## config.mk

```make
export PLATFORM = sky130hd
export DESIGN_NAME = umh_top
export DESIGN_NICKNAME = d
export VERILOG_FILES = /design/src/verilog/umh_pkg.sv /design/src/verilog/umh_sync.sv /design/src/verilog/umh_port.sv /design/src/verilog/umh_top.sv
export SDC_FILE = /design/constraint.sdc
export NUM_CORES = 1
export LEC_CHECK = 0
export BUFFER_PORTS_ARGS = -buffer_cell sky130_fd_sc_hd__buf_2
export CAP_MARGIN = 20
export CORE_AREA = 2 2 107 57
export DETAILED_ROUTE_END_ITERATION = 7
export DIE_AREA = 0 0 109 59
export GPL_ROUTABILITY_DRIVEN = 0
export GPL_TIMING_DRIVEN = 1
export PLACE_DENSITY = 0.85
export SYNTH_ARGS = -nofsm -noshare
export SYNTH_HDL_FRONTEND = slang
export SYNTH_SLANG_ARGS = --single-unit
```

## constraint.sdc

```tcl
create_clock -name i_mclk -period 4.8 [get_ports i_mclk]
set_clock_uncertainty 0.2 [all_clocks]
set_input_delay 0.48 -clock i_mclk [delete_from_list [all_inputs] [get_ports i_mclk]]
set_output_delay 0.48 -clock i_mclk [all_outputs]
set_load 0.01 [all_outputs]
```

## src/verilog/umh_pkg.sv

```systemverilog
// Purpose: shared constants for the modem handshake block
// Assumes: classic wishbone slave, 32-bit data, one clock
// Notes: offsets are byte addresses of aligned words
package umh_pkg;
  localparam int unsigned ADDR_W = 8;
  localparam int unsigned DATA_W = 32;
  localparam int unsigned NPORT = 2;
  // register byte offsets
  localparam logic [ADDR_W-1:0] OFF_STATUS0 = 8'h00;
  localparam logic [ADDR_W-1:0] OFF_CONTROL0 = 8'h04;
  localparam logic [ADDR_W-1:0] OFF_ENABLE0 = 8'h08;
  localparam logic [ADDR_W-1:0] OFF_IDENT0 = 8'h0c;
  localparam logic [ADDR_W-1:0] OFF_STATUS1 = 8'h10;
  localparam logic [ADDR_W-1:0] OFF_CONTROL1 = 8'h14;
  localparam logic [ADDR_W-1:0] OFF_ENABLE1 = 8'h18;
  localparam logic [ADDR_W-1:0] OFF_IDENT1 = 8'h1c;
  localparam logic [ADDR_W-1:0] OFF_EVT = 8'h20;
  localparam logic [ADDR_W-1:0] OFF_MASK = 8'h24;
  localparam logic [ADDR_W-1:0] PORT_STRIDE = 8'h10;
  // modem status fields
  localparam int unsigned MS_DCTS = 0;
  localparam int unsigned MS_DDSR = 1;
  localparam int unsigned MS_TERI = 2;
  localparam int unsigned MS_DDCD = 3;
  localparam int unsigned MS_CTS = 4;
  localparam int unsigned MS_DSR = 5;
  localparam int unsigned MS_RING = 6;
  localparam int unsigned MS_CARRIER = 7;
  // modem control fields
  localparam int unsigned MC_TERM = 0;
  localparam int unsigned MC_RTS = 1;
  localparam int unsigned MC_AUX2 = 3;
  localparam int unsigned MC_LOOP = 4;
  localparam int unsigned MC_W = 5;
  localparam logic [MC_W-1:0] MC_RESET = 5'h00;
  // interrupt enable fields
  localparam int unsigned IE_MODEM = 3;
  localparam logic [3:0] IE_RESET = 4'h0;
  // interrupt identification
  localparam logic [2:0] ID_MODEM = 3'h0;
  localparam logic [2:0] ID_NONE = 3'h1;
  localparam logic [NPORT-1:0] EVT_RESET = 2'h0;
  localparam logic [DATA_W-1:0] UNMAPPED_DATA = 32'h0000_0000;
endpackage : umh_pkg

```

## src/verilog/umh_sync.sv

```systemverilog
// Purpose: two flip-flop reset release
// Assumes: async active-low input reset
// Notes: output deasserts two edges after release
`timescale 1ns/1ns
module umh_sync (
  input wire logic i_mclk,
  input wire logic i_rstn,
  output logic o_rstn
);
  logic stage;

  always_ff @(posedge i_mclk or negedge i_rstn) begin
    if (!i_rstn) begin
      stage <= 1'b0;
      o_rstn <= 1'b0;
    end else begin
      stage <= 1'b1;
      o_rstn <= stage;
    end
  end
endmodule : umh_sync

```

## src/verilog/umh_port.sv

```systemverilog
// Purpose: modem handshake state of one serial port
// Assumes: inputs synchronous, clear-on-read strobe from bus
// Notes: change flags set on rising input, set beats clear
`timescale 1ns/1ns
module umh_port (
  input wire logic i_mclk,
  input wire logic i_rstn,
  input wire logic i_ce,
  input wire logic i_active,
  input wire logic [3:0] i_modem_n,
  input wire logic i_status_rd,
  input wire logic [umh_pkg::MC_W-1:0] i_control,
  input wire logic [3:0] i_enable,
  output logic [7:0] o_status,
  output logic o_change,
  output logic o_irq,
  output logic o_rts_n,
  output logic o_term_ready_n
);
  import umh_pkg::*;

  logic [3:0] prev_n;
  logic [3:0] delta;
  logic [3:0] rise;
  logic [3:0] next_delta;

  // index order: 0 cts, 1 dsr, 2 bell, 3 carrier
  always_comb begin
    rise = i_modem_n & ~prev_n;
    next_delta = delta;
    if (i_status_rd) begin
      next_delta = 4'h0;
    end
    if (i_active) begin
      next_delta = next_delta | rise;
    end
  end

  always_ff @(posedge i_mclk or negedge i_rstn) begin
    if (!i_rstn) begin
      prev_n <= 4'hf;
      delta <= 4'h0;
    end else if (i_ce) begin
      if (i_active) begin
        prev_n <= i_modem_n;
      end
      delta <= next_delta;
    end
  end

  always_comb begin
    o_status = 8'h00;
    o_status[MS_DCTS] = delta[0];
    o_status[MS_DDSR] = delta[1];
    o_status[MS_TERI] = delta[2];
    o_status[MS_DDCD] = delta[3];
    o_status[MS_CTS] = ~prev_n[0];
    o_status[MS_DSR] = ~prev_n[1];
    o_status[MS_RING] = ~prev_n[2];
    o_status[MS_CARRIER] = ~prev_n[3];
  end

  // any state change of an input, for the event register
  assign o_change = i_active && (prev_n != i_modem_n);
  assign o_irq = i_enable[IE_MODEM] && (delta != 4'h0);
  assign o_rts_n = ~(i_control[MC_RTS] & ~i_control[MC_LOOP]);
  assign o_term_ready_n = ~(i_control[MC_TERM] & ~i_control[MC_LOOP]);
endmodule : umh_port

```

## src/verilog/umh_top.sv

```systemverilog
// Purpose: modem handshake logic for two serial ports
// Assumes: classic wishbone slave on i_mclk, synchronous modem inputs
// Notes: tri-state pins appear as output plus output enable
`timescale 1ns/1ns

module umh_top (
  input wire logic i_mclk,
  input wire logic i_rstn,
  input wire logic i_ce,
  input wire logic i_supply_valid_in,
  input wire logic i_wb_cyc,
  input wire logic i_wb_stb,
  input wire logic i_wb_we,
  input wire logic [umh_pkg::ADDR_W-1:0] i_wb_adr,
  input wire logic [3:0] i_wb_sel,
  input wire logic [umh_pkg::DATA_W-1:0] i_wb_dat,
  output logic [umh_pkg::DATA_W-1:0] o_wb_dat,
  output logic o_wb_ack,
  input wire logic [umh_pkg::NPORT-1:0] i_clear_to_send_in_n,
  input wire logic [umh_pkg::NPORT-1:0] i_data_set_ready_in_n,
  input wire logic [umh_pkg::NPORT-1:0] i_carrier_detect_in_n,
  input wire logic [umh_pkg::NPORT-1:0] i_bell_detect_in_n,
  output logic [umh_pkg::NPORT-1:0] o_rts_n,
  output logic [umh_pkg::NPORT-1:0] o_rts_oe,
  output logic [umh_pkg::NPORT-1:0] o_term_ready_n,
  output logic [umh_pkg::NPORT-1:0] o_term_ready_oe,
  output logic [umh_pkg::NPORT-1:0] o_port_irq,
  output logic [umh_pkg::NPORT-1:0] o_port_irq_oe,
  output logic o_irq
);
  import umh_pkg::*;

  logic rstn;
  logic req;
  logic ack;
  logic wr;
  logic rd;
  logic [NPORT-1:0] sel_port;
  logic [ADDR_W-1:0] local_adr;
  logic [7:0] status [NPORT];
  logic [MC_W-1:0] control [NPORT];
  logic [3:0] enable [NPORT];
  logic [NPORT-1:0] status_rd;
  logic [NPORT-1:0] change;
  logic [NPORT-1:0] port_int;
  logic [NPORT-1:0] evt;
  logic [NPORT-1:0] mask;
  logic [NPORT-1:0] next_evt;
  logic [NPORT-1:0] rts_n;
  logic [NPORT-1:0] term_n;
  logic [DATA_W-1:0] next_dat;

  umh_sync u_sync (
    .i_mclk(i_mclk),
    .i_rstn(i_rstn),
    .o_rstn(rstn)
  );

  // bus ignored entirely while supply is not valid
  assign req = i_wb_cyc && i_wb_stb && i_supply_valid_in && i_ce && !ack;
  assign wr = req && i_wb_we;
  assign rd = req && !i_wb_we;
  assign o_wb_ack = ack;

  always_ff @(posedge i_mclk or negedge rstn) begin
    if (!rstn) begin
      ack <= 1'b0;
    end else if (i_ce) begin
      ack <= req;
    end
  end

  always_comb begin
    sel_port = '0;
    local_adr = i_wb_adr;
    if (i_wb_adr < PORT_STRIDE) begin
      sel_port[0] = 1'b1;
    end else if (i_wb_adr < OFF_EVT) begin
      sel_port[1] = 1'b1;
      local_adr = i_wb_adr - PORT_STRIDE;
    end
  end

  genvar gp;
  generate
    for (gp = 0; gp < NPORT; gp++) begin : g_port
      // inputs disabled while supply is not valid; state is kept
      umh_port u_port (
        .i_mclk(i_mclk),
        .i_rstn(rstn),
        .i_ce(i_ce),
        .i_active(i_supply_valid_in),
        .i_modem_n({i_carrier_detect_in_n[gp], i_bell_detect_in_n[gp],
                    i_data_set_ready_in_n[gp], i_clear_to_send_in_n[gp]}),
        .i_status_rd(status_rd[gp]),
        .i_control(control[gp]),
        .i_enable(enable[gp]),
        .o_status(status[gp]),
        .o_change(change[gp]),
        .o_irq(port_int[gp]),
        .o_rts_n(rts_n[gp]),
        .o_term_ready_n(term_n[gp])
      );

      // reading status clears change flags
      assign status_rd[gp] = rd && sel_port[gp] && (local_adr == OFF_STATUS0)
                             && i_wb_sel[0];

      always_ff @(posedge i_mclk or negedge rstn) begin
        if (!rstn) begin
          control[gp] <= MC_RESET;
          enable[gp] <= IE_RESET;
        end else if (i_ce && wr && sel_port[gp] && i_wb_sel[0]) begin
          if (local_adr == OFF_CONTROL0) begin
            control[gp] <= i_wb_dat[MC_W-1:0];
          end
          if (local_adr == OFF_ENABLE0) begin
            enable[gp] <= i_wb_dat[3:0];
          end
        end
      end

      // handshake outputs float while supply is not valid
      assign o_rts_n[gp] = rts_n[gp];
      assign o_term_ready_n[gp] = term_n[gp];
      assign o_rts_oe[gp] = i_supply_valid_in;
      assign o_term_ready_oe[gp] = i_supply_valid_in;
      // request line driven high only when aux out two is set
      assign o_port_irq[gp] = port_int[gp];
      assign o_port_irq_oe[gp] = control[gp][MC_AUX2] && i_supply_valid_in;
    end
  endgenerate

  // sticky events: set wins over write-one clear
  always_comb begin
    next_evt = evt;
    if (wr && i_wb_adr == OFF_EVT && i_wb_sel[0]) begin
      next_evt = next_evt & ~i_wb_dat[NPORT-1:0];
    end
    next_evt = next_evt | change;
  end

  always_ff @(posedge i_mclk or negedge rstn) begin
    if (!rstn) begin
      evt <= EVT_RESET;
      mask <= EVT_RESET;
    end else if (i_ce) begin
      evt <= next_evt;
      if (wr && i_wb_adr == OFF_MASK && i_wb_sel[0]) begin
        mask <= i_wb_dat[NPORT-1:0];
      end
    end
  end

  assign o_irq = |(evt & mask);

  // modem change is the only source here, so it reports code 000
  function automatic logic [2:0] ident(input logic pend);
    ident = pend ? ID_MODEM : ID_NONE;
  endfunction : ident

  always_comb begin
    next_dat = UNMAPPED_DATA;
    if (i_wb_adr == OFF_EVT) begin
      next_dat[NPORT-1:0] = evt;
    end else if (i_wb_adr == OFF_MASK) begin
      next_dat[NPORT-1:0] = mask;
    end else begin
      for (int p = 0; p < NPORT; p++) begin
        if (sel_port[p]) begin
          if (local_adr == OFF_STATUS0) begin
            next_dat[7:0] = status[p];
          end else if (local_adr == OFF_CONTROL0) begin
            next_dat[MC_W-1:0] = control[p];
          end else if (local_adr == OFF_ENABLE0) begin
            next_dat[3:0] = enable[p];
          end else if (local_adr == OFF_IDENT0) begin
            next_dat[2:0] = ident(port_int[p]);
          end
        end
      end
    end
  end

  always_ff @(posedge i_mclk or negedge rstn) begin
    if (!rstn) begin
      o_wb_dat <= UNMAPPED_DATA;
    end else if (i_ce && rd) begin
      o_wb_dat <= next_dat;
    end
  end

  // cts only feeds status and interrupt; nothing here gates a transmitter

  chk_ack_one: assert property (@(posedge i_mclk) disable iff (!rstn)
    (i_ce && req) |=> o_wb_ack ##1 !o_wb_ack)
    else $error("ack not a single cycle after request");

  chk_cts_status: assert property (@(posedge i_mclk) disable iff (!rstn)
    (i_ce && i_supply_valid_in && !status_rd[0]) |=>
      status[0][MS_CTS] == !$past(i_clear_to_send_in_n[0]))
    else $error("cts status not complement of input");

  chk_cts_delta: assert property (@(posedge i_mclk) disable iff (!rstn)
    (i_ce && i_supply_valid_in && i_clear_to_send_in_n[0] && status[0][MS_CTS])
      |=> status[0][MS_DCTS])
    else $error("cts rise did not set change bit");

  chk_dsr_delta: assert property (@(posedge i_mclk) disable iff (!rstn)
    (i_ce && i_supply_valid_in && i_data_set_ready_in_n[1] && status[1][MS_DSR])
      |=> status[1][MS_DDSR])
    else $error("dsr rise did not set change bit");

  chk_carrier_delta: assert property (@(posedge i_mclk) disable iff (!rstn)
    (i_ce && i_supply_valid_in && i_carrier_detect_in_n[0] && status[0][MS_CARRIER])
      |=> status[0][MS_DDCD])
    else $error("carrier rise did not set change bit");

  chk_bell_delta: assert property (@(posedge i_mclk) disable iff (!rstn)
    (i_ce && i_supply_valid_in && i_bell_detect_in_n[0] && status[0][MS_RING])
      |=> status[0][MS_TERI])
    else $error("bell rise did not set change bit");

  chk_int_enable: assert property (@(posedge i_mclk) disable iff (!rstn)
    port_int[0] == (enable[0][IE_MODEM] && (status[0][3:0] != 4'h0)))
    else $error("modem interrupt not tied to enable and flags");

  chk_loop_idle: assert property (@(posedge i_mclk) disable iff (!rstn)
    control[0][MC_LOOP] |-> (o_rts_n[0] && o_term_ready_n[0]))
    else $error("handshake output active in loopback");

  chk_rts_drive: assert property (@(posedge i_mclk) disable iff (!rstn)
    (!control[1][MC_LOOP] && control[1][MC_RTS]) |-> !o_rts_n[1])
    else $error("rts not asserted from control bit");

  chk_term_drive: assert property (@(posedge i_mclk) disable iff (!rstn)
    (!control[0][MC_LOOP] && !control[0][MC_TERM]) |-> o_term_ready_n[0])
    else $error("terminal ready asserted without control bit");

  chk_read_clear: assert property (@(posedge i_mclk) disable iff (!rstn)
    (i_ce && status_rd[0] && (({i_carrier_detect_in_n[0], i_bell_detect_in_n[0],
      i_data_set_ready_in_n[0], i_clear_to_send_in_n[0]} & status[0][7:4]) == 4'h0))
      |=> status[0][3:0] == 4'h0)
    else $error("status read did not clear change flags");

  chk_irq_gate: assert property (@(posedge i_mclk) disable iff (!rstn)
    !control[1][MC_AUX2] |-> !o_port_irq_oe[1])
    else $error("request line driven with aux out two low");

  chk_supply_hold: assert property (@(posedge i_mclk) disable iff (!rstn)
    !i_supply_valid_in |=> $stable(control[0]) && $stable(status[0][7:4]))
    else $error("state changed while supply invalid");

  chk_cts_free: assert property (@(posedge i_mclk) disable iff (!rstn)
    ($changed(i_clear_to_send_in_n[0]) && $stable(control[0])) |-> $stable(o_rts_n[0]))
    else $error("cts change moved request-to-send");

  chk_cts_status1: assert property (@(posedge i_mclk) disable iff (!rstn)
    (i_ce && i_supply_valid_in) |=>
      status[1][MS_CTS] == !$past(i_clear_to_send_in_n[1]))
    else $error("port1 cts status not complement of input");

  chk_dsr_status: assert property (@(posedge i_mclk) disable iff (!rstn)
    (i_ce && i_supply_valid_in) |=>
      status[0][MS_DSR] == !$past(i_data_set_ready_in_n[0]))
    else $error("dsr status not complement of input");

  chk_carrier_status: assert property (@(posedge i_mclk) disable iff (!rstn)
    (i_ce && i_supply_valid_in) |=>
      status[1][MS_CARRIER] == !$past(i_carrier_detect_in_n[1]))
    else $error("carrier status not complement of input");

  chk_bell_status: assert property (@(posedge i_mclk) disable iff (!rstn)
    (i_ce && i_supply_valid_in) |=>
      status[1][MS_RING] == !$past(i_bell_detect_in_n[1]))
    else $error("bell status not complement of input");

  chk_int_port1: assert property (@(posedge i_mclk) disable iff (!rstn)
    port_int[1] == (enable[1][IE_MODEM] && (status[1][3:0] != 4'h0)))
    else $error("port1 interrupt not tied to enable and flags");

  chk_int_rise: assert property (@(posedge i_mclk) disable iff (!rstn)
    (i_ce && i_supply_valid_in && !wr && enable[0][IE_MODEM] &&
     i_clear_to_send_in_n[0] && status[0][MS_CTS]) |=> o_port_irq[0])
    else $error("enabled cts change raised no port interrupt");

  chk_reset_idle: assert property (@(posedge i_mclk)
    !rstn |-> (o_rts_n == '1 && o_term_ready_n == '1))
    else $error("handshake output active during reset");

  chk_loop_idle1: assert property (@(posedge i_mclk) disable iff (!rstn)
    control[1][MC_LOOP] |-> (o_rts_n[1] && o_term_ready_n[1]))
    else $error("port1 handshake output active in loopback");

  chk_term_drive1: assert property (@(posedge i_mclk) disable iff (!rstn)
    (!control[1][MC_LOOP] && control[1][MC_TERM]) |-> !o_term_ready_n[1])
    else $error("terminal ready not asserted from control bit");

  chk_rts_off: assert property (@(posedge i_mclk) disable iff (!rstn)
    !control[0][MC_RTS] |-> o_rts_n[0])
    else $error("rts asserted without control bit");

  chk_float_out: assert property (@(posedge i_mclk) disable iff (!rstn)
    !i_supply_valid_in |-> (o_rts_oe == '0 && o_term_ready_oe == '0 && o_port_irq_oe == '0))
    else $error("output driven while supply invalid");

  chk_bus_ignore: assert property (@(posedge i_mclk) disable iff (!rstn)
    (i_ce && !i_supply_valid_in) |=> !o_wb_ack)
    else $error("bus answered while supply invalid");

  chk_irq_change: assert property (@(posedge i_mclk) disable iff (!rstn)
    (i_ce && i_supply_valid_in && !wr && mask[0] &&
     (i_clear_to_send_in_n[0] == status[0][MS_CTS])) |=> o_irq)
    else $error("unmasked cts change raised no interrupt");

  chk_code_modem: assert property (@(posedge i_mclk) disable iff (!rstn)
    (rd && sel_port[0] && (local_adr == OFF_IDENT0) && port_int[0])
      |=> o_wb_dat[2:0] == ID_MODEM)
    else $error("pending modem interrupt not reported as 000");

  chk_code_none: assert property (@(posedge i_mclk) disable iff (!rstn)
    (rd && sel_port[0] && (local_adr == OFF_IDENT0) && !port_int[0])
      |=> o_wb_dat[2:0] == ID_NONE)
    else $error("idle port not reported as no interrupt");

  chk_clear_port1: assert property (@(posedge i_mclk) disable iff (!rstn)
    (i_ce && status_rd[1] && (({i_carrier_detect_in_n[1], i_bell_detect_in_n[1],
      i_data_set_ready_in_n[1], i_clear_to_send_in_n[1]} & status[1][7:4]) == 4'h0))
      |=> status[1][3:0] == 4'h0)
    else $error("port1 status read did not clear change flags");

  chk_evt_sticky: assert property (@(posedge i_mclk) disable iff (!rstn)
    (evt[1] && !(wr && (i_wb_adr == OFF_EVT))) |=> evt[1])
    else $error("event bit lost without a clear");
endmodule : umh_top

```

==> impl_metrics.yaml <==
cts:
  clkLatencyLatePin_ns: 0.31
  cts-htree-levels: 2
  numCtsBuffers: 5
  hold_buffers: 1
  path_clk_slew_ns: 0.09
  cts_resized: 0
  clock_sinks: 49
  ctsRootBufferMaster: "clkbuf_8"
  tritoncts: "built"
  cts_buffer_depth: 2
  postCtsSetupBuffers: 0
yosys:
  yosysMostFrequentCell: "dfrtp_1"
  ys_seq_elements: 49
  yosys_warnings: 0
  synthMuxAreaShare_pct: 8.14
  synth-compound-area-share_pct: 15.0
  synth_edf_count: 0
  synth_top_area_share_pct: 35.5
  synth_ff_type: "dfrtp_1"
  synthXorXnorAreaFrac_pct: 0
  yosys.area.top_type: "dfrtp_1"
  synth_top_family_by_area: "simple AND/OR/NAND/NOR gates"
  synth_simple_gate_area_share_pct: 17.9
  netlist_area_um2: 2890
  yosys-top-cells-area: "dfrtp_1 35%, buf_4 8.8%, mux2_2 7.8%, dfstp_2 7.3%, a22o_1 4.8%"
  synthAdderAreaFrac_pct: 4.33
  async_flop_share_pct: 100
  synth.avg_cell_area_um2: 10.3
  yosysSeqAreaShare_pct: 42.8
  synth_cell_type_count: 45
  syn_inst: 280
  synthTopCellsByCount: "41 x dfrtp_1, 34 x buf_4, 26 x nand2_1"
die:
  placementRows: 19
  ios: 105
  initial_utilization_pct: 53.6
  dieHeight_um: 59
  die_w_um: 109
  core_region_area_um2: 5400
  dieArea_um2: 6430
timing:
  setup_tns_ns: 0
  fmax_mhz: 400
  slew_headroom_pct: 46.5
  min_period_over_period_pct: 52.1
  setup_viol: 0
  hold_violations: 0
  post-route-min-period_ns: 2.50
  tightest_slew_ns: 0.802
  slew_violations: 0
  rsz0062_at_grt: "no"
power_and_ir_drop:
  power_density_nw_per_um2: 271
  p_leak_nw: 1.50
  max-vdd-ir-drop_mv: 0.126
  total_power_w: 0.000858
worst_setup_path:
  crit_required_ns: 4.79
  crit_path_start_kind: "input pin"
  setup.worst_path.end_class: "register"
  crit_path_max_fanout: 10
  worstSetupPathType: "input pin to register"
  crit_arrival_ns: 2.50
detailed_routing:
  wl_per_cell_um: 17.0
  drtIter0Drc: 183
  drc: 0
  firstDrtPassIters: 5
  ant_nets: 0
  drt_wl_total_um: 6700
  via_per_inst: 5.78
  routed-via-count: 2284
job:
  maxCapViolCount: 0
worst_hold_path:
  hp-class: "register to asynchronous set/reset pin"
grt:
  grt_pass1_wl_um: 10700
  grtUsageTotal_pct: 22.2
  antenna_found_initial: 0
  grt_max_degree: 48
  grt_remaining_overflow: 0
  grt_pass1_vias: 2190
place:
  io_buffers: 50
  dpl.hpwl_um: 4860
cells_and_area:
  final_nets: 390
  area_growth_pct: 9.61
  antenna_cells: 0
  fillers: 429
  drive_gt1_share_pct: 29.8
status:
  outcome: "finished clean"
[final cells by class]
cell class	count	area, µm²	area share, %
Timing Repair Buffer	52	280	8.85
Inverter	12	45.0	1.42
Multi-Input combinational cell	201	1410	44.4
Tap cell	73	91.3	2.88
Sequential cell	49	1240	39.1
Clock buffer	6	72.6	2.29
Clock inverter	2	35.0	1.11
[placed cells by master (no fill, tap or decap), drive strengths merged, types with 4 or more instances in the layout]
cell type and instances:
a21oi 6, a22o 16, a31oi 5, and2 6
buf 51, clkbuf 6, conb 25, dfrtp 41
dfstp 8, ha 10, inv 12, mux2 20
nand2 26, nand2b 12, nand3 6, nand4 4
nand4b 4, nor2 6, nor3 4, nor4 5
o2111ai 5, o21ai 16
[cell families after synthesis]
| logic type | Yosys count |
|---|---|
| AO/OA/AOI/OAI | 61 |
| buffers and inverters | 53 |
| other | 2 |
| adder cells (fa/ha/maj) | 10 |
| flip-flops | 49 |
| multiplexers | 21 |
| AND/OR/NAND/NOR | 84 |
[routing by layer]
| layer | GRT usage [%] | part of all wire, % |
|---|---|---|
| met1 | 28.9 | 42 |
| met2 | 36.5 | 46 |
| met3 | 4.51 | 7.8 |
| met4 | 10.3 | 4.1 |
| met5 | 0 | 0 |
[final timing paths]
check | slack (ns) | start | depth (start not counted) | end
worst max-delay path | 2.30 | i_wb_adr[4] | 8 | control[3]
worst min-delay path | 0.02 | u_sync.o_rstn | 0 | enable[5]
worst max register to register | 2.65 | o_wb_ack | 3 | control[3]
worst min register to register | 0.02 | u_sync.o_rstn | 0 | enable[5]
max in group asynchronous | 3.80 | u_sync.o_rstn | 1 | g_port[0].u_port.prev_n[3]
min in group i_mclk | 0.16 | u_sync.stage | 0 | u_sync.o_rstn
[power breakdown]
group / internal [W] / leakage (nW) / total, W / switching, W
logic: 0.0000417 / 0.844 / 0.000114 / 0.0000720
registers: 0.000436 / 0.596 / 0.000452 / 0.0000159
clock network: 0.000155 / 0.0552 / 0.000291 / 0.000137
[metrics by stage]
stage | hold slack, ns | instance area [µm²] | utilization (%) | std cells | setup WS, ns
after global routing | 0.0559 | 3170 | 58.7 | 395 | 2.25
after CTS | 0.163 | 3150 | 58.3 | 394 | 2.37
after floorplan | -0.0156 | 2980 | - | 303 | 2.58
after global placement | 0.0642 | 3030 | 56.2 | 385 | 2.16
final | 0.0197 | 3170 | 58.7 | 395 | 2.30
after detailed placement | 0.0687 | 3030 | 56.2 | 385 | 2.10
[flip-flops by register name, indices dropped and copies added (netlist names)]
name and cells:
u_sync.o_rstn 1, enable 8, control 10, g_port.u_port.prev_n 8, mask 2, o_wb_dat 8
evt 2, o_wb_ack 1, u_sync.stage 1, g_port.u_port.delta 8
[critical path, stage by stage]
cell	delay (ns)
buf_2	0.14
inv_1	0.12
ha_1	0.37
and3b_2	0.26
o21ai_1	0.32
nor2_1	0.15
nand3_1	0.28
mux2_2	0.38
(Power assumes the default switching activity.)
